<file path="config.mk">
export PLATFORM = sky130hd
export DESIGN_NAME = ata_command_dispatch
export DESIGN_NICKNAME = d
export VERILOG_FILES = /design/src/rtl/ata_dispatch_pkg.sv /design/src/rtl/ata_command_dispatch.sv
export SDC_FILE = /design/constraint.sdc
export NUM_CORES = 1
export LEC_CHECK = 0
export BUFFER_PORTS_ARGS = -buffer_cell sky130_fd_sc_hd__buf_2
export CELL_PAD_IN_SITES_DETAIL_PLACEMENT = 1
export CELL_PAD_IN_SITES_GLOBAL_PLACEMENT = 2
export CORE_ASPECT_RATIO = 0.6
export CORE_MARGIN = 3
export CORE_UTILIZATION = 31
export CTS_BUF_LIST = sky130_fd_sc_hd__clkbuf_4
export DETAILED_ROUTE_END_ITERATION = 6
export PLACE_DENSITY_LB_ADDON = 0.1
export SKIP_CTS_REPAIR_TIMING = 1
export SLEW_MARGIN = 20
export SYNTH_ARGS = -nofsm -noshare
export SYNTH_HDL_FRONTEND = slang
export SYNTH_SLANG_ARGS = --single-unit
</file>
<file path="constraint.sdc">
create_clock -name clk_sys -period 3 [get_ports clk_sys]
set_input_delay 0.6 -clock clk_sys [delete_from_list [all_inputs] [get_ports clk_sys]]
set_output_delay 0.6 -clock clk_sys [all_outputs]
set_load 0.05 [all_outputs]
</file>
<file path="src/rtl/ata_dispatch_pkg.sv">
package ata_dispatch_pkg;

  // Dispatch protocols
  typedef enum logic [2:0] {
    PROTO_NONE  = 3'b000,
    PROTO_NODATA = 3'b001,
    PROTO_PIO_IN = 3'b010,
    PROTO_PIO_OUT = 3'b011,
    PROTO_DMA   = 3'b100,
    PROTO_DIAG  = 3'b101
  } proto_t;

  // Command sets
  typedef enum logic [2:0] {
    SET_GENERAL  = 3'b000,
    SET_POWER    = 3'b001,
    SET_SECURITY = 3'b010,
    SET_SMART    = 3'b011,
    SET_HPA      = 3'b100,
    SET_NONE     = 3'b111
  } cmd_set_t;

  typedef enum logic [1:0] {
    ST_IDLE   = 2'b00,
    ST_ISSUE  = 2'b01,
    ST_BUSY   = 2'b10,
    ST_FROZEN = 2'b11
  } disp_state_t;

  // Command word from the task file
  typedef struct packed {
    logic [7:0] opcode;
    logic [7:0] feature;
  } cmd_word_t;

  // Decoded dispatch result
  typedef struct packed {
    proto_t     proto;
    cmd_set_t   cmd_set;
    logic [7:0] opcode;
    logic [7:0] sub_op;
    logic       abort;
  } dispatch_t;

  // General set opcodes
  localparam logic [7:0] OP_DIAG       = 8'h90;
  localparam logic [7:0] OP_FLUSH      = 8'he7;
  localparam logic [7:0] OP_IDENTIFY   = 8'hec;
  localparam logic [7:0] OP_RD_DMA     = 8'hc8;
  localparam logic [7:0] OP_RD_MULT    = 8'hc4;
  localparam logic [7:0] OP_RD_SECT    = 8'h20;
  localparam logic [7:0] OP_RD_VFY0    = 8'h40;
  localparam logic [7:0] OP_RD_VFY1    = 8'h41;
  localparam logic [7:0] OP_SET_FEAT   = 8'hef;
  localparam logic [7:0] OP_SET_MULT   = 8'hc6;
  localparam logic [7:0] OP_WR_DMA     = 8'hca;
  localparam logic [7:0] OP_WR_MULT    = 8'hc5;
  localparam logic [7:0] OP_WR_SECT    = 8'h30;
  localparam logic [7:0] OP_NOP        = 8'h00;
  localparam logic [7:0] OP_RD_BUF     = 8'he4;
  localparam logic [7:0] OP_WR_BUF     = 8'he8;
  // Power management, primary and alternate
  localparam logic [7:0] OP_PM_LO      = 8'he0;
  localparam logic [7:0] OP_PM_HI      = 8'he3;
  localparam logic [7:0] OP_PM_CHK     = 8'he5;
  localparam logic [7:0] OP_PM_SLEEP   = 8'he6;
  localparam logic [7:0] OP_PM_ALT_LO  = 8'h94;
  localparam logic [7:0] OP_PM_ALT_HI  = 8'h99;
  // Security
  localparam logic [7:0] OP_SEC_PWD    = 8'hf1;
  localparam logic [7:0] OP_SEC_UNLOCK = 8'hf2;
  localparam logic [7:0] OP_SEC_EPREP  = 8'hf3;
  localparam logic [7:0] OP_SEC_ERASE  = 8'hf4;
  localparam logic [7:0] OP_SEC_FREEZE = 8'hf5;
  localparam logic [7:0] OP_SEC_DIS    = 8'hf6;
  // SMART and its sub-operation selectors
  localparam logic [7:0] OP_SMART      = 8'hb0;
  localparam logic [7:0] SM_READ_DATA  = 8'hd0;
  localparam logic [7:0] SM_AUTOSAVE   = 8'hd2;
  localparam logic [7:0] SM_OFFLINE    = 8'hd4;
  localparam logic [7:0] SM_ENABLE     = 8'hd8;
  localparam logic [7:0] SM_DISABLE    = 8'hd9;
  localparam logic [7:0] SM_STATUS     = 8'hda;
  // Host protected area and set-max selectors
  localparam logic [7:0] OP_RD_NATIVE  = 8'hf8;
  localparam logic [7:0] OP_SET_MAX    = 8'hf9;
  localparam logic [7:0] SMX_ADDR      = 8'h00;
  localparam logic [7:0] SMX_PWD       = 8'h01;
  localparam logic [7:0] SMX_LOCK      = 8'h02;
  localparam logic [7:0] SMX_UNLOCK    = 8'h03;
  localparam logic [7:0] SMX_FREEZE    = 8'h04;

endpackage : ata_dispatch_pkg

</file>
<file path="src/rtl/ata_command_dispatch.sv">
`timescale 1ns/1ps

module ata_command_dispatch (
  input  wire logic                        clk_sys,
  input  wire logic                        rst,
  input  wire logic                        clk_en,
  input  wire logic                        pwr_fail_pin,
  input  wire ata_dispatch_pkg::cmd_word_t cmd_in,
  input  wire logic                        cmd_valid,
  output logic                             cmd_ready,
  output ata_dispatch_pkg::dispatch_t      disp_out,
  output logic                             disp_valid,
  input  wire logic                        disp_ready,
  input  wire logic                        disp_done,
  input  wire logic                        flash_req_in,
  output logic                             flash_req,
  output logic                             frozen,
  output logic                             busy
);

  ////////////////////////////////////////////////////////////////////////
  // Power-fail synchroniser

  logic [2:0] pf_sync_q;
  logic [2:0] pf_sync_d;
  logic       pf_level_q;
  logic       pf_level_d;

  always_comb begin
    pf_sync_d  = {pf_sync_q[1:0], pwr_fail_pin};
    pf_level_d = pf_level_q;
    if (pf_sync_q[1] == pf_sync_q[2]) begin
      pf_level_d = pf_sync_q[2];
    end
  end

  always_ff @(posedge clk_sys) begin
    if (rst) begin
      pf_sync_q  <= 3'h0;
      pf_level_q <= 1'b0;
    end else if (clk_en) begin
      pf_sync_q  <= pf_sync_d;
      pf_level_q <= pf_level_d;
    end
  end

  ////////////////////////////////////////////////////////////////////////
  // Opcode decoder

  ata_dispatch_pkg::dispatch_t dec;

  always_comb begin
    dec.opcode  = cmd_in.opcode;
    dec.sub_op  = cmd_in.feature;
    dec.abort   = 1'b0;
    dec.cmd_set = ata_dispatch_pkg::SET_GENERAL;
    dec.proto   = ata_dispatch_pkg::PROTO_NODATA;
    if ((cmd_in.opcode >= ata_dispatch_pkg::OP_PM_LO && cmd_in.opcode <= ata_dispatch_pkg::OP_PM_HI)
        || cmd_in.opcode == ata_dispatch_pkg::OP_PM_CHK || cmd_in.opcode == ata_dispatch_pkg::OP_PM_SLEEP
        || (cmd_in.opcode >= ata_dispatch_pkg::OP_PM_ALT_LO
            && cmd_in.opcode <= ata_dispatch_pkg::OP_PM_ALT_HI)) begin
      dec.cmd_set = ata_dispatch_pkg::SET_POWER;
      dec.proto   = ata_dispatch_pkg::PROTO_NODATA;
    end else begin
      case (cmd_in.opcode)
        ata_dispatch_pkg::OP_DIAG: begin
          dec.proto = ata_dispatch_pkg::PROTO_DIAG;
        end
        ata_dispatch_pkg::OP_RD_DMA, ata_dispatch_pkg::OP_WR_DMA: begin
          dec.proto = ata_dispatch_pkg::PROTO_DMA;
        end
        ata_dispatch_pkg::OP_IDENTIFY, ata_dispatch_pkg::OP_RD_SECT,
        ata_dispatch_pkg::OP_RD_MULT, ata_dispatch_pkg::OP_RD_BUF: begin
          dec.proto = ata_dispatch_pkg::PROTO_PIO_IN;
        end
        ata_dispatch_pkg::OP_WR_SECT, ata_dispatch_pkg::OP_WR_MULT,
        ata_dispatch_pkg::OP_WR_BUF: begin
          dec.proto = ata_dispatch_pkg::PROTO_PIO_OUT;
        end
        ata_dispatch_pkg::OP_FLUSH, ata_dispatch_pkg::OP_RD_VFY0, ata_dispatch_pkg::OP_RD_VFY1,
        ata_dispatch_pkg::OP_SET_FEAT, ata_dispatch_pkg::OP_SET_MULT, ata_dispatch_pkg::OP_NOP: begin
          dec.proto = ata_dispatch_pkg::PROTO_NODATA;
        end
        ata_dispatch_pkg::OP_SEC_PWD, ata_dispatch_pkg::OP_SEC_UNLOCK,
        ata_dispatch_pkg::OP_SEC_ERASE, ata_dispatch_pkg::OP_SEC_DIS: begin
          dec.cmd_set = ata_dispatch_pkg::SET_SECURITY;
          dec.proto   = ata_dispatch_pkg::PROTO_PIO_OUT;
        end
        ata_dispatch_pkg::OP_SEC_EPREP, ata_dispatch_pkg::OP_SEC_FREEZE: begin
          dec.cmd_set = ata_dispatch_pkg::SET_SECURITY;
          dec.proto   = ata_dispatch_pkg::PROTO_NODATA;
        end
        ata_dispatch_pkg::OP_SMART: begin
          dec.cmd_set = ata_dispatch_pkg::SET_SMART;
          case (cmd_in.feature)
            ata_dispatch_pkg::SM_READ_DATA: begin
              dec.proto = ata_dispatch_pkg::PROTO_PIO_IN;
            end
            ata_dispatch_pkg::SM_AUTOSAVE, ata_dispatch_pkg::SM_OFFLINE, ata_dispatch_pkg::SM_ENABLE,
            ata_dispatch_pkg::SM_DISABLE, ata_dispatch_pkg::SM_STATUS: begin
              dec.proto = ata_dispatch_pkg::PROTO_NODATA;
            end
            default: begin
              dec.proto = ata_dispatch_pkg::PROTO_NONE;
              dec.abort = 1'b1;
            end
          endcase
        end
        ata_dispatch_pkg::OP_RD_NATIVE: begin
          dec.cmd_set = ata_dispatch_pkg::SET_HPA;
          dec.proto   = ata_dispatch_pkg::PROTO_NODATA;
        end
        ata_dispatch_pkg::OP_SET_MAX: begin
          dec.cmd_set = ata_dispatch_pkg::SET_HPA;
          case (cmd_in.feature)
            ata_dispatch_pkg::SMX_ADDR, ata_dispatch_pkg::SMX_LOCK, ata_dispatch_pkg::SMX_FREEZE: begin
              dec.proto = ata_dispatch_pkg::PROTO_NODATA;
            end
            ata_dispatch_pkg::SMX_PWD, ata_dispatch_pkg::SMX_UNLOCK: begin
              dec.proto = ata_dispatch_pkg::PROTO_PIO_OUT;
            end
            default: begin
              dec.proto = ata_dispatch_pkg::PROTO_NONE;
              dec.abort = 1'b1;
            end
          endcase
        end
        default: begin
          dec.cmd_set = ata_dispatch_pkg::SET_NONE;
          dec.proto   = ata_dispatch_pkg::PROTO_NONE;
          dec.abort   = 1'b1;
        end
      endcase
    end
  end

  ////////////////////////////////////////////////////////////////////////
  // Dispatch state machine

  ata_dispatch_pkg::disp_state_t state_q;
  ata_dispatch_pkg::disp_state_t state_d;
  ata_dispatch_pkg::dispatch_t   disp_q;
  ata_dispatch_pkg::dispatch_t   disp_d;

  always_comb begin
    state_d = state_q;
    disp_d  = disp_q;
    if (pf_level_q) begin
      state_d = ata_dispatch_pkg::ST_FROZEN;
    end else begin
      case (state_q)
        ata_dispatch_pkg::ST_IDLE: begin
          if (cmd_valid) begin
            disp_d  = dec;
            state_d = ata_dispatch_pkg::ST_ISSUE;
          end
        end
        ata_dispatch_pkg::ST_ISSUE: begin
          if (disp_ready) begin
            state_d = disp_q.abort ? ata_dispatch_pkg::ST_IDLE : ata_dispatch_pkg::ST_BUSY;
          end
        end
        ata_dispatch_pkg::ST_BUSY: begin
          if (disp_done) begin
            state_d = ata_dispatch_pkg::ST_IDLE;
          end
        end
        ata_dispatch_pkg::ST_FROZEN: begin
          state_d = ata_dispatch_pkg::ST_FROZEN;
        end
        default: begin
          state_d = ata_dispatch_pkg::ST_IDLE;
        end
      endcase
    end
  end

  always_ff @(posedge clk_sys) begin
    if (rst) begin
      state_q <= ata_dispatch_pkg::ST_IDLE;
      disp_q  <= '0;
    end else if (clk_en) begin
      state_q <= state_d;
      disp_q  <= disp_d;
    end
  end

  ////////////////////////////////////////////////////////////////////////
  // Outputs

  assign frozen     = (state_q == ata_dispatch_pkg::ST_FROZEN);
  assign cmd_ready  = (state_q == ata_dispatch_pkg::ST_IDLE) && !pf_level_q;
  assign disp_valid = (state_q == ata_dispatch_pkg::ST_ISSUE) && !pf_level_q;
  assign disp_out   = disp_q;
  assign busy       = (state_q == ata_dispatch_pkg::ST_ISSUE) || (state_q == ata_dispatch_pkg::ST_BUSY);
  assign flash_req  = flash_req_in && !frozen && !pf_level_q;

  ////////////////////////////////////////////////////////////////////////
  // Checks

  property p_dma_route;
    @(posedge clk_sys) disable iff (rst)
      (clk_en && state_q == ata_dispatch_pkg::ST_IDLE && cmd_valid && !pf_level_q
       && (cmd_in.opcode == ata_dispatch_pkg::OP_RD_DMA || cmd_in.opcode == ata_dispatch_pkg::OP_WR_DMA))
      |=> (disp_valid == !pf_level_q) && disp_out.proto == ata_dispatch_pkg::PROTO_DMA;
  endproperty
  a_dma_route: assert property (p_dma_route) else $error("DMA opcode misrouted");

  property p_power_nodata;
    @(posedge clk_sys) disable iff (rst)
      (disp_valid && disp_out.cmd_set == ata_dispatch_pkg::SET_POWER)
      |-> disp_out.proto == ata_dispatch_pkg::PROTO_NODATA;
  endproperty
  a_power_nodata: assert property (p_power_nodata) else $error("Power command not non-data");

  property p_smart_read;
    @(posedge clk_sys) disable iff (rst)
      (disp_valid && disp_out.opcode == ata_dispatch_pkg::OP_SMART
       && disp_out.sub_op == ata_dispatch_pkg::SM_READ_DATA)
      |-> disp_out.proto == ata_dispatch_pkg::PROTO_PIO_IN;
  endproperty
  a_smart_read: assert property (p_smart_read) else $error("SMART read not PIO in");

  property p_native_max;
    @(posedge clk_sys) disable iff (rst)
      (disp_valid && disp_out.opcode == ata_dispatch_pkg::OP_RD_NATIVE)
      |-> disp_out.proto == ata_dispatch_pkg::PROTO_NODATA && !disp_out.abort;
  endproperty
  a_native_max: assert property (p_native_max) else $error("Native max misrouted");

  property p_freeze_entry;
    @(posedge clk_sys) disable iff (rst)
      (clk_en && pf_level_q) |=> frozen && !cmd_ready [*2];
  endproperty
  a_freeze_entry: assert property (p_freeze_entry) else $error("Power fail did not freeze");

  property p_flash_quiet;
    @(posedge clk_sys) disable iff (rst)
      frozen |-> !flash_req;
  endproperty
  a_flash_quiet: assert property (p_flash_quiet) else $error("Flash request while frozen");

  property p_security_out;
    @(posedge clk_sys) disable iff (rst)
      (disp_valid && (disp_out.opcode == ata_dispatch_pkg::OP_SEC_ERASE
                      || disp_out.opcode == ata_dispatch_pkg::OP_SEC_DIS))
      |-> disp_out.proto == ata_dispatch_pkg::PROTO_PIO_OUT;
  endproperty
  a_security_out: assert property (p_security_out) else $error("Security write misrouted");

  property p_security_nd;
    @(posedge clk_sys) disable iff (rst)
      (disp_valid && disp_out.opcode == ata_dispatch_pkg::OP_SEC_FREEZE)
      |-> disp_out.proto == ata_dispatch_pkg::PROTO_NODATA;
  endproperty
  a_security_nd: assert property (p_security_nd) else $error("Freeze lock not non-data");

endmodule : ata_command_dispatch

</file>
After elaboration in Yosys (flattened, before gate mapping) --
Index checks and enable logic that the tools add are counted. Widths: inputs -> output; s select.
Storage, ports and cells: bits in registers 29, bits of input ports 24, word-level logic and storage cells 102
Cells by class: order comparisons 4, eq/ne operators 43, mux-type cells 15, bitwise logic cells 1, reduce and logical (&&, ||, !) cells 31
Operator list (count):
- $eq 8x8->1 const B | 28
- $reduce_or 23->1 | 1
- $pmux 3 s7 | 1
- $eq 8x2->1 const B | 2
- $eq 8x6->1 const B | 2
- $eq 8x7->1 const B | 2
- $ge 8x8->1 const B | 2
- $le 8x8->1 const B | 2
- $logic_not 8->1 | 2
- $reduce_or 16->1 | 1
- $pmux 3 s4 | 1
- $reduce_or 6->1 | 2
- $mux 2 | 5
- $reduce_or 5->1 | 2
- $ne 3x3->1 const B | 3
- $reduce_or 9->1 | 1
- $eq 8x1->1 const B | 1
- $eq 8x3->1 const B | 1
- $pmux 2 s2 | 2
- $pmux 2 s4 | 1
- $reduce_and 4->1 | 2
- $reduce_or 7->1 | 1
- $logic_and 1x1->1 | 6
- $mux 6 | 1
- 13 further kinds | 22

Depth between registers and ports, before layout --
depth after elaboration 6, depth in mapped cells 9, depth with buffers taken out 8

Worst setup path before layout --
No wires, ideal clock.
path type reg-to-output, start point reg state_q[0], end point out flash_req, data arrival time 1.946 ns, data required time 2.400 ns, slack 0.454 ns, cell stages (with the launch flop) 3, cell sequence dfxtp_1 ha_1 nor3b_1
Between the ends: word-level cells in the longest chain between the ends 4
RTL lines:
- from (decl) | line ata_command_dispatch.sv:140 | ata_dispatch_pkg::disp_state_t state_q;
- from (signal assigned) | line ata_command_dispatch.sv:180 | state_q <= ata_dispatch_pkg::ST_IDLE;
- from (signal assigned) | line ata_command_dispatch.sv:183 | state_q <= state_d;
- $eq 2x2->1 | line ata_command_dispatch.sv:191 | assign frozen = (state_q == ata_dispatch_pkg::ST_FROZEN);
- named net frozen | line ata_command_dispatch.sv:17 | output logic frozen,
- $logic_not 1->1 | line ata_command_dispatch.sv:196 | assign flash_req = flash_req_in && !frozen && !pf_level_q;
- $logic_and 1x1->1 (2 in a row) | line ata_command_dispatch.sv:196
- to (decl) | line ata_command_dispatch.sv:16 | output logic flash_req,
The timed path passes the listed nets, and every way through them passes these cells.

Final worst setup path --
start point reg state_q[1], end point out cmd_ready
Between the ends: word-level cells in the longest chain between the ends 2
RTL lines:
- $logic_not 2->1 | line ata_command_dispatch.sv:192 | assign cmd_ready = (state_q == ata_dispatch_pkg::ST_IDLE) && !pf_level_q;
- $logic_and 1x1->1 | line ata_command_dispatch.sv:192
- to (decl) | line ata_command_dispatch.sv:10 | output logic cmd_ready,
Every way passes these cells.

==> results.cfg <==
[outcome]
status = finished, final reports clean

[timing]
hold_viol = 0
setup_viol = 0
setup_slack_ns = 0.928
slew_viol_final = 0
tightest_slew_ns = 0.597
finalClockSkew_ns = 0.00365
slew-limit-headroom_pct = 59.9
post-route-min-period_ns = 2.07
grt_setup_unrepaired = false
max_freq_mhz = 483
fin_crit_sh_pct = 69.1
finalSetupTns_ns = 0

[synth]
synthMuxAreaShare_pct = 2.39
ys_seq_area_share_pct = 34.6
async_reset_ff_share_pct = 0
synth_xor_xnor_area_share_pct = 0.522
synth_fp_nets = 253
synth-simple-area-share_pct = 29.0
ys.flop_type = dfxtp_1
synth.distinct_cells = 50
syn_avg_cell_area_um2 = 7.48
synth-compound-area-share_pct = 21.7
ys_seq_elements = 29
synth_edf_count = 0
syn_inst = 224
ys_warn_count = 0
synthTopCellsByArea = dfxtp_1 (35%), nand2_1 (9.6%), a21oi_1 (8.1%), ha_1 (3.7%), nor2_1 (3.6%)
synthAdderAreaFrac_pct = 3.73
netlist_area_mm2 = 0.00168
synth_top_family_by_area = simple AND/OR/NAND/NOR gates
synth_top_area_cell = dfxtp_1
synth_top_area_share_pct = 34.6

[setup_path]
crit_chain = inv_1 > ha_1 > inv_1 > nor2_1 > buf_2
crit_family = buffers and inverters
crit_path_max_fanout = 4
path_class = register to output port
critPathBufInv = 3
worstSetupStartpointType = register
critPathArrivalTime_ns = 1.47
end_kind = output port
cp_slowest_cell = dfxtp_1
path_depth = 5
max_stage_delay_ns = 0.37
reg2reg_depth = 8
crit_required_ns = 2.40
crit_path_frequent_cell = inv_1

[pwr]
sw_frac_of_total_pct = 36.7
power.leakage_nw = 0.868
peakVddDrop_v = 0.000188
switching_power_uw = 381
powerDensity_mw_per_mm2 = 514
p_int_uw = 658
power_frac_comb_pct = 27.9
power.share.clock_pct = 31.3
seq_power_share_pct = 40.8

[floorplan]
rows = 20
dieWidth_um = 101
ios = 52
initial_core_util_pct = 32.7
die_h_um = 63.0
core_mm2 = 0.00513
die_area_mm2 = 0.00636

[layout]
fill_cells = 652
syn_to_final_growth_pct = 20.4
layout.nets = 296
layout-drive-gt1-share_pct = 23.5
multiInputGateArea_um2 = 962
regArea_um2 = 581
n_antenna_cell = 0

[clocking]
clock_path_buffers = 2
cts.htree.levels = 2
cts_tree = yes
cts_made_buffers = 5
cts-root-buf = clkbuf_4
path_clk_slew_ns = 0.10
cts_sinks = 29
clk_latency_ns = 0.33

[routing]
drt-initial-drc-count = 77
ant_nets = 0
wl_per_cell_um = 15.9
drc_errors = 0
avgViaCountPerCell = 5.19
wl_um = 5300
vias = 1732
firstDrtPassIters = 4

[hold_path]
min_path_type = register to register
holdPathStages = 2

[job]
drv_cap = 0

[placement]
routabilityCongestion = 0.862
io_buffers = 51
dp_slack_ns = 0.706
hpwl_um = 3980

[global_routing]
grt_overflow = 0
first_global_vias = 1743
track_usage_pct = 17.3
grt_max_degree = 27
grt_pass1_wl_um = 8870
grt_antenna_before_repair = 0
==> area by class of cell <==
type,count,share of cell area [%]
Timing Repair Buffer,53,13.4
Inverter,12,2.23
Clock inverter,3,2.04
Sequential cell,29,28.7
Multi-Input combinational cell,166,47.6
Clock buffer,5,1.86
Tap cell,66,4.09
==> synth_stat cells (2+ instances only) <==
master and instances:
a211oi_1 2, a21oi_1 27, a311oi_1 2, a31oi_1 3, and3_1 2, buf_2 7
buf_6 2, clkbuf_1 6, dfxtp_1 29, ha_1 5, inv_1 12, mux2i_1 4
nand2_1 43, nand2b_1 2, nand3_1 4, nand3b_1 2, nand4_1 3, nor2_1 16
nor2b_1 3, nor3_1 5, nor3b_1 2, nor4_1 4, nor4bb_1 2, o21ai_0 10
or4_1 2
==> final timing paths <==
kind              slack, ns   startpoint           end
hold / removal         0.46  disp_out[4]   disp_out[4]
setup reg to reg       1.02   state_q[1]  disp_out[20]
setup / recovery       0.93   state_q[1]     cmd_ready
hold reg to reg        0.46  disp_out[4]   disp_out[4]
==> tightest hold or removal path: stages, from the launching register on <==
cell and delay (ns):
dfxtp_1 0.32, nand2_1 0.05, a21oi_1 0.05
==> through the flow <==
stage / util (%) / total power, mW / hold WS [ns] / instance area, µm² / instances
after floorplan: - / 0.645 / 0.444 / 1680 / 224
after global placement: 37.8 / 0.723 / 0.443 / 1940 / 326
after detailed placement: 37.8 / 0.722 / 0.448 / 1940 / 326
after CTS: 39.4 / 1.05 / 0.463 / 2020 / 334
after global routing: 39.4 / 1.10 / 0.494 / 2020 / 334
final: 39.4 / 1.04 / 0.458 / 2020 / 334
==> power groups by stage <==
stage	clock (mW)	combinational (mW)	sequential (mW)
5_1_grt	0.353	0.316	0.428
2_1_floorplan	0	0.151	0.494
6_report	0.325	0.290	0.424
3_3_place_gp	0	0.291	0.432
3_5_place_dp	0	0.290	0.432
4_1_cts	0.338	0.292	0.424
==> layout by cell type (no fill, tap or decap), types with 3 or more instances in the layout <==
master    Yosys  final
a21oi_1      27     27
a31oi_1       3      3
buf_2         7     51
clkbuf_4      0      5
dfxtp_1      29     29
ha_1          5      5
inv_1        12     12
mux2i_1       4      4
nand2_1      43     43
nand3_1       4      4
nand4_1       3      3
nor2_1       16     16
nor2b_1       3      3
nor3_1        5      5
nor4_1        4      4
o21ai_0      10     10
==> state kept, by name, indices dropped and copies added, names as in the netlist <==
name and flops:
state_q 2, pf_level_q 1, pf_sync_q 3, disp_out 23
==> kinds of logic (layout without fill, tap and decap cells) <==
| logic type | after synthesis | in the layout |
|---|---|---|
| AOI/OAI and AO/OA | 59 | 59 |
| xor gates and xnor gates | 1 | 1 |
| adders and majority gates | 5 | 5 |
| buffers and inverters | 29 | 73 |
| DFF | 29 | 29 |
| muxes | 4 | 4 |
| and+or+nand+nor | 97 | 97 |
==> per-layer routing <==
metal | up-vias | GRT usage (%) | share of wire, %
met1 | 803 | 27.4 | 55
met3 | 5 | 4.68 | 6.1
li1 | 882 | - | -
met2 | 42 | 22.8 | 39
met5 | - | 0 | 0
met4 | 0 | 3.48 | 0.66
No activity file was read; power rests on OpenSTA's default activity.
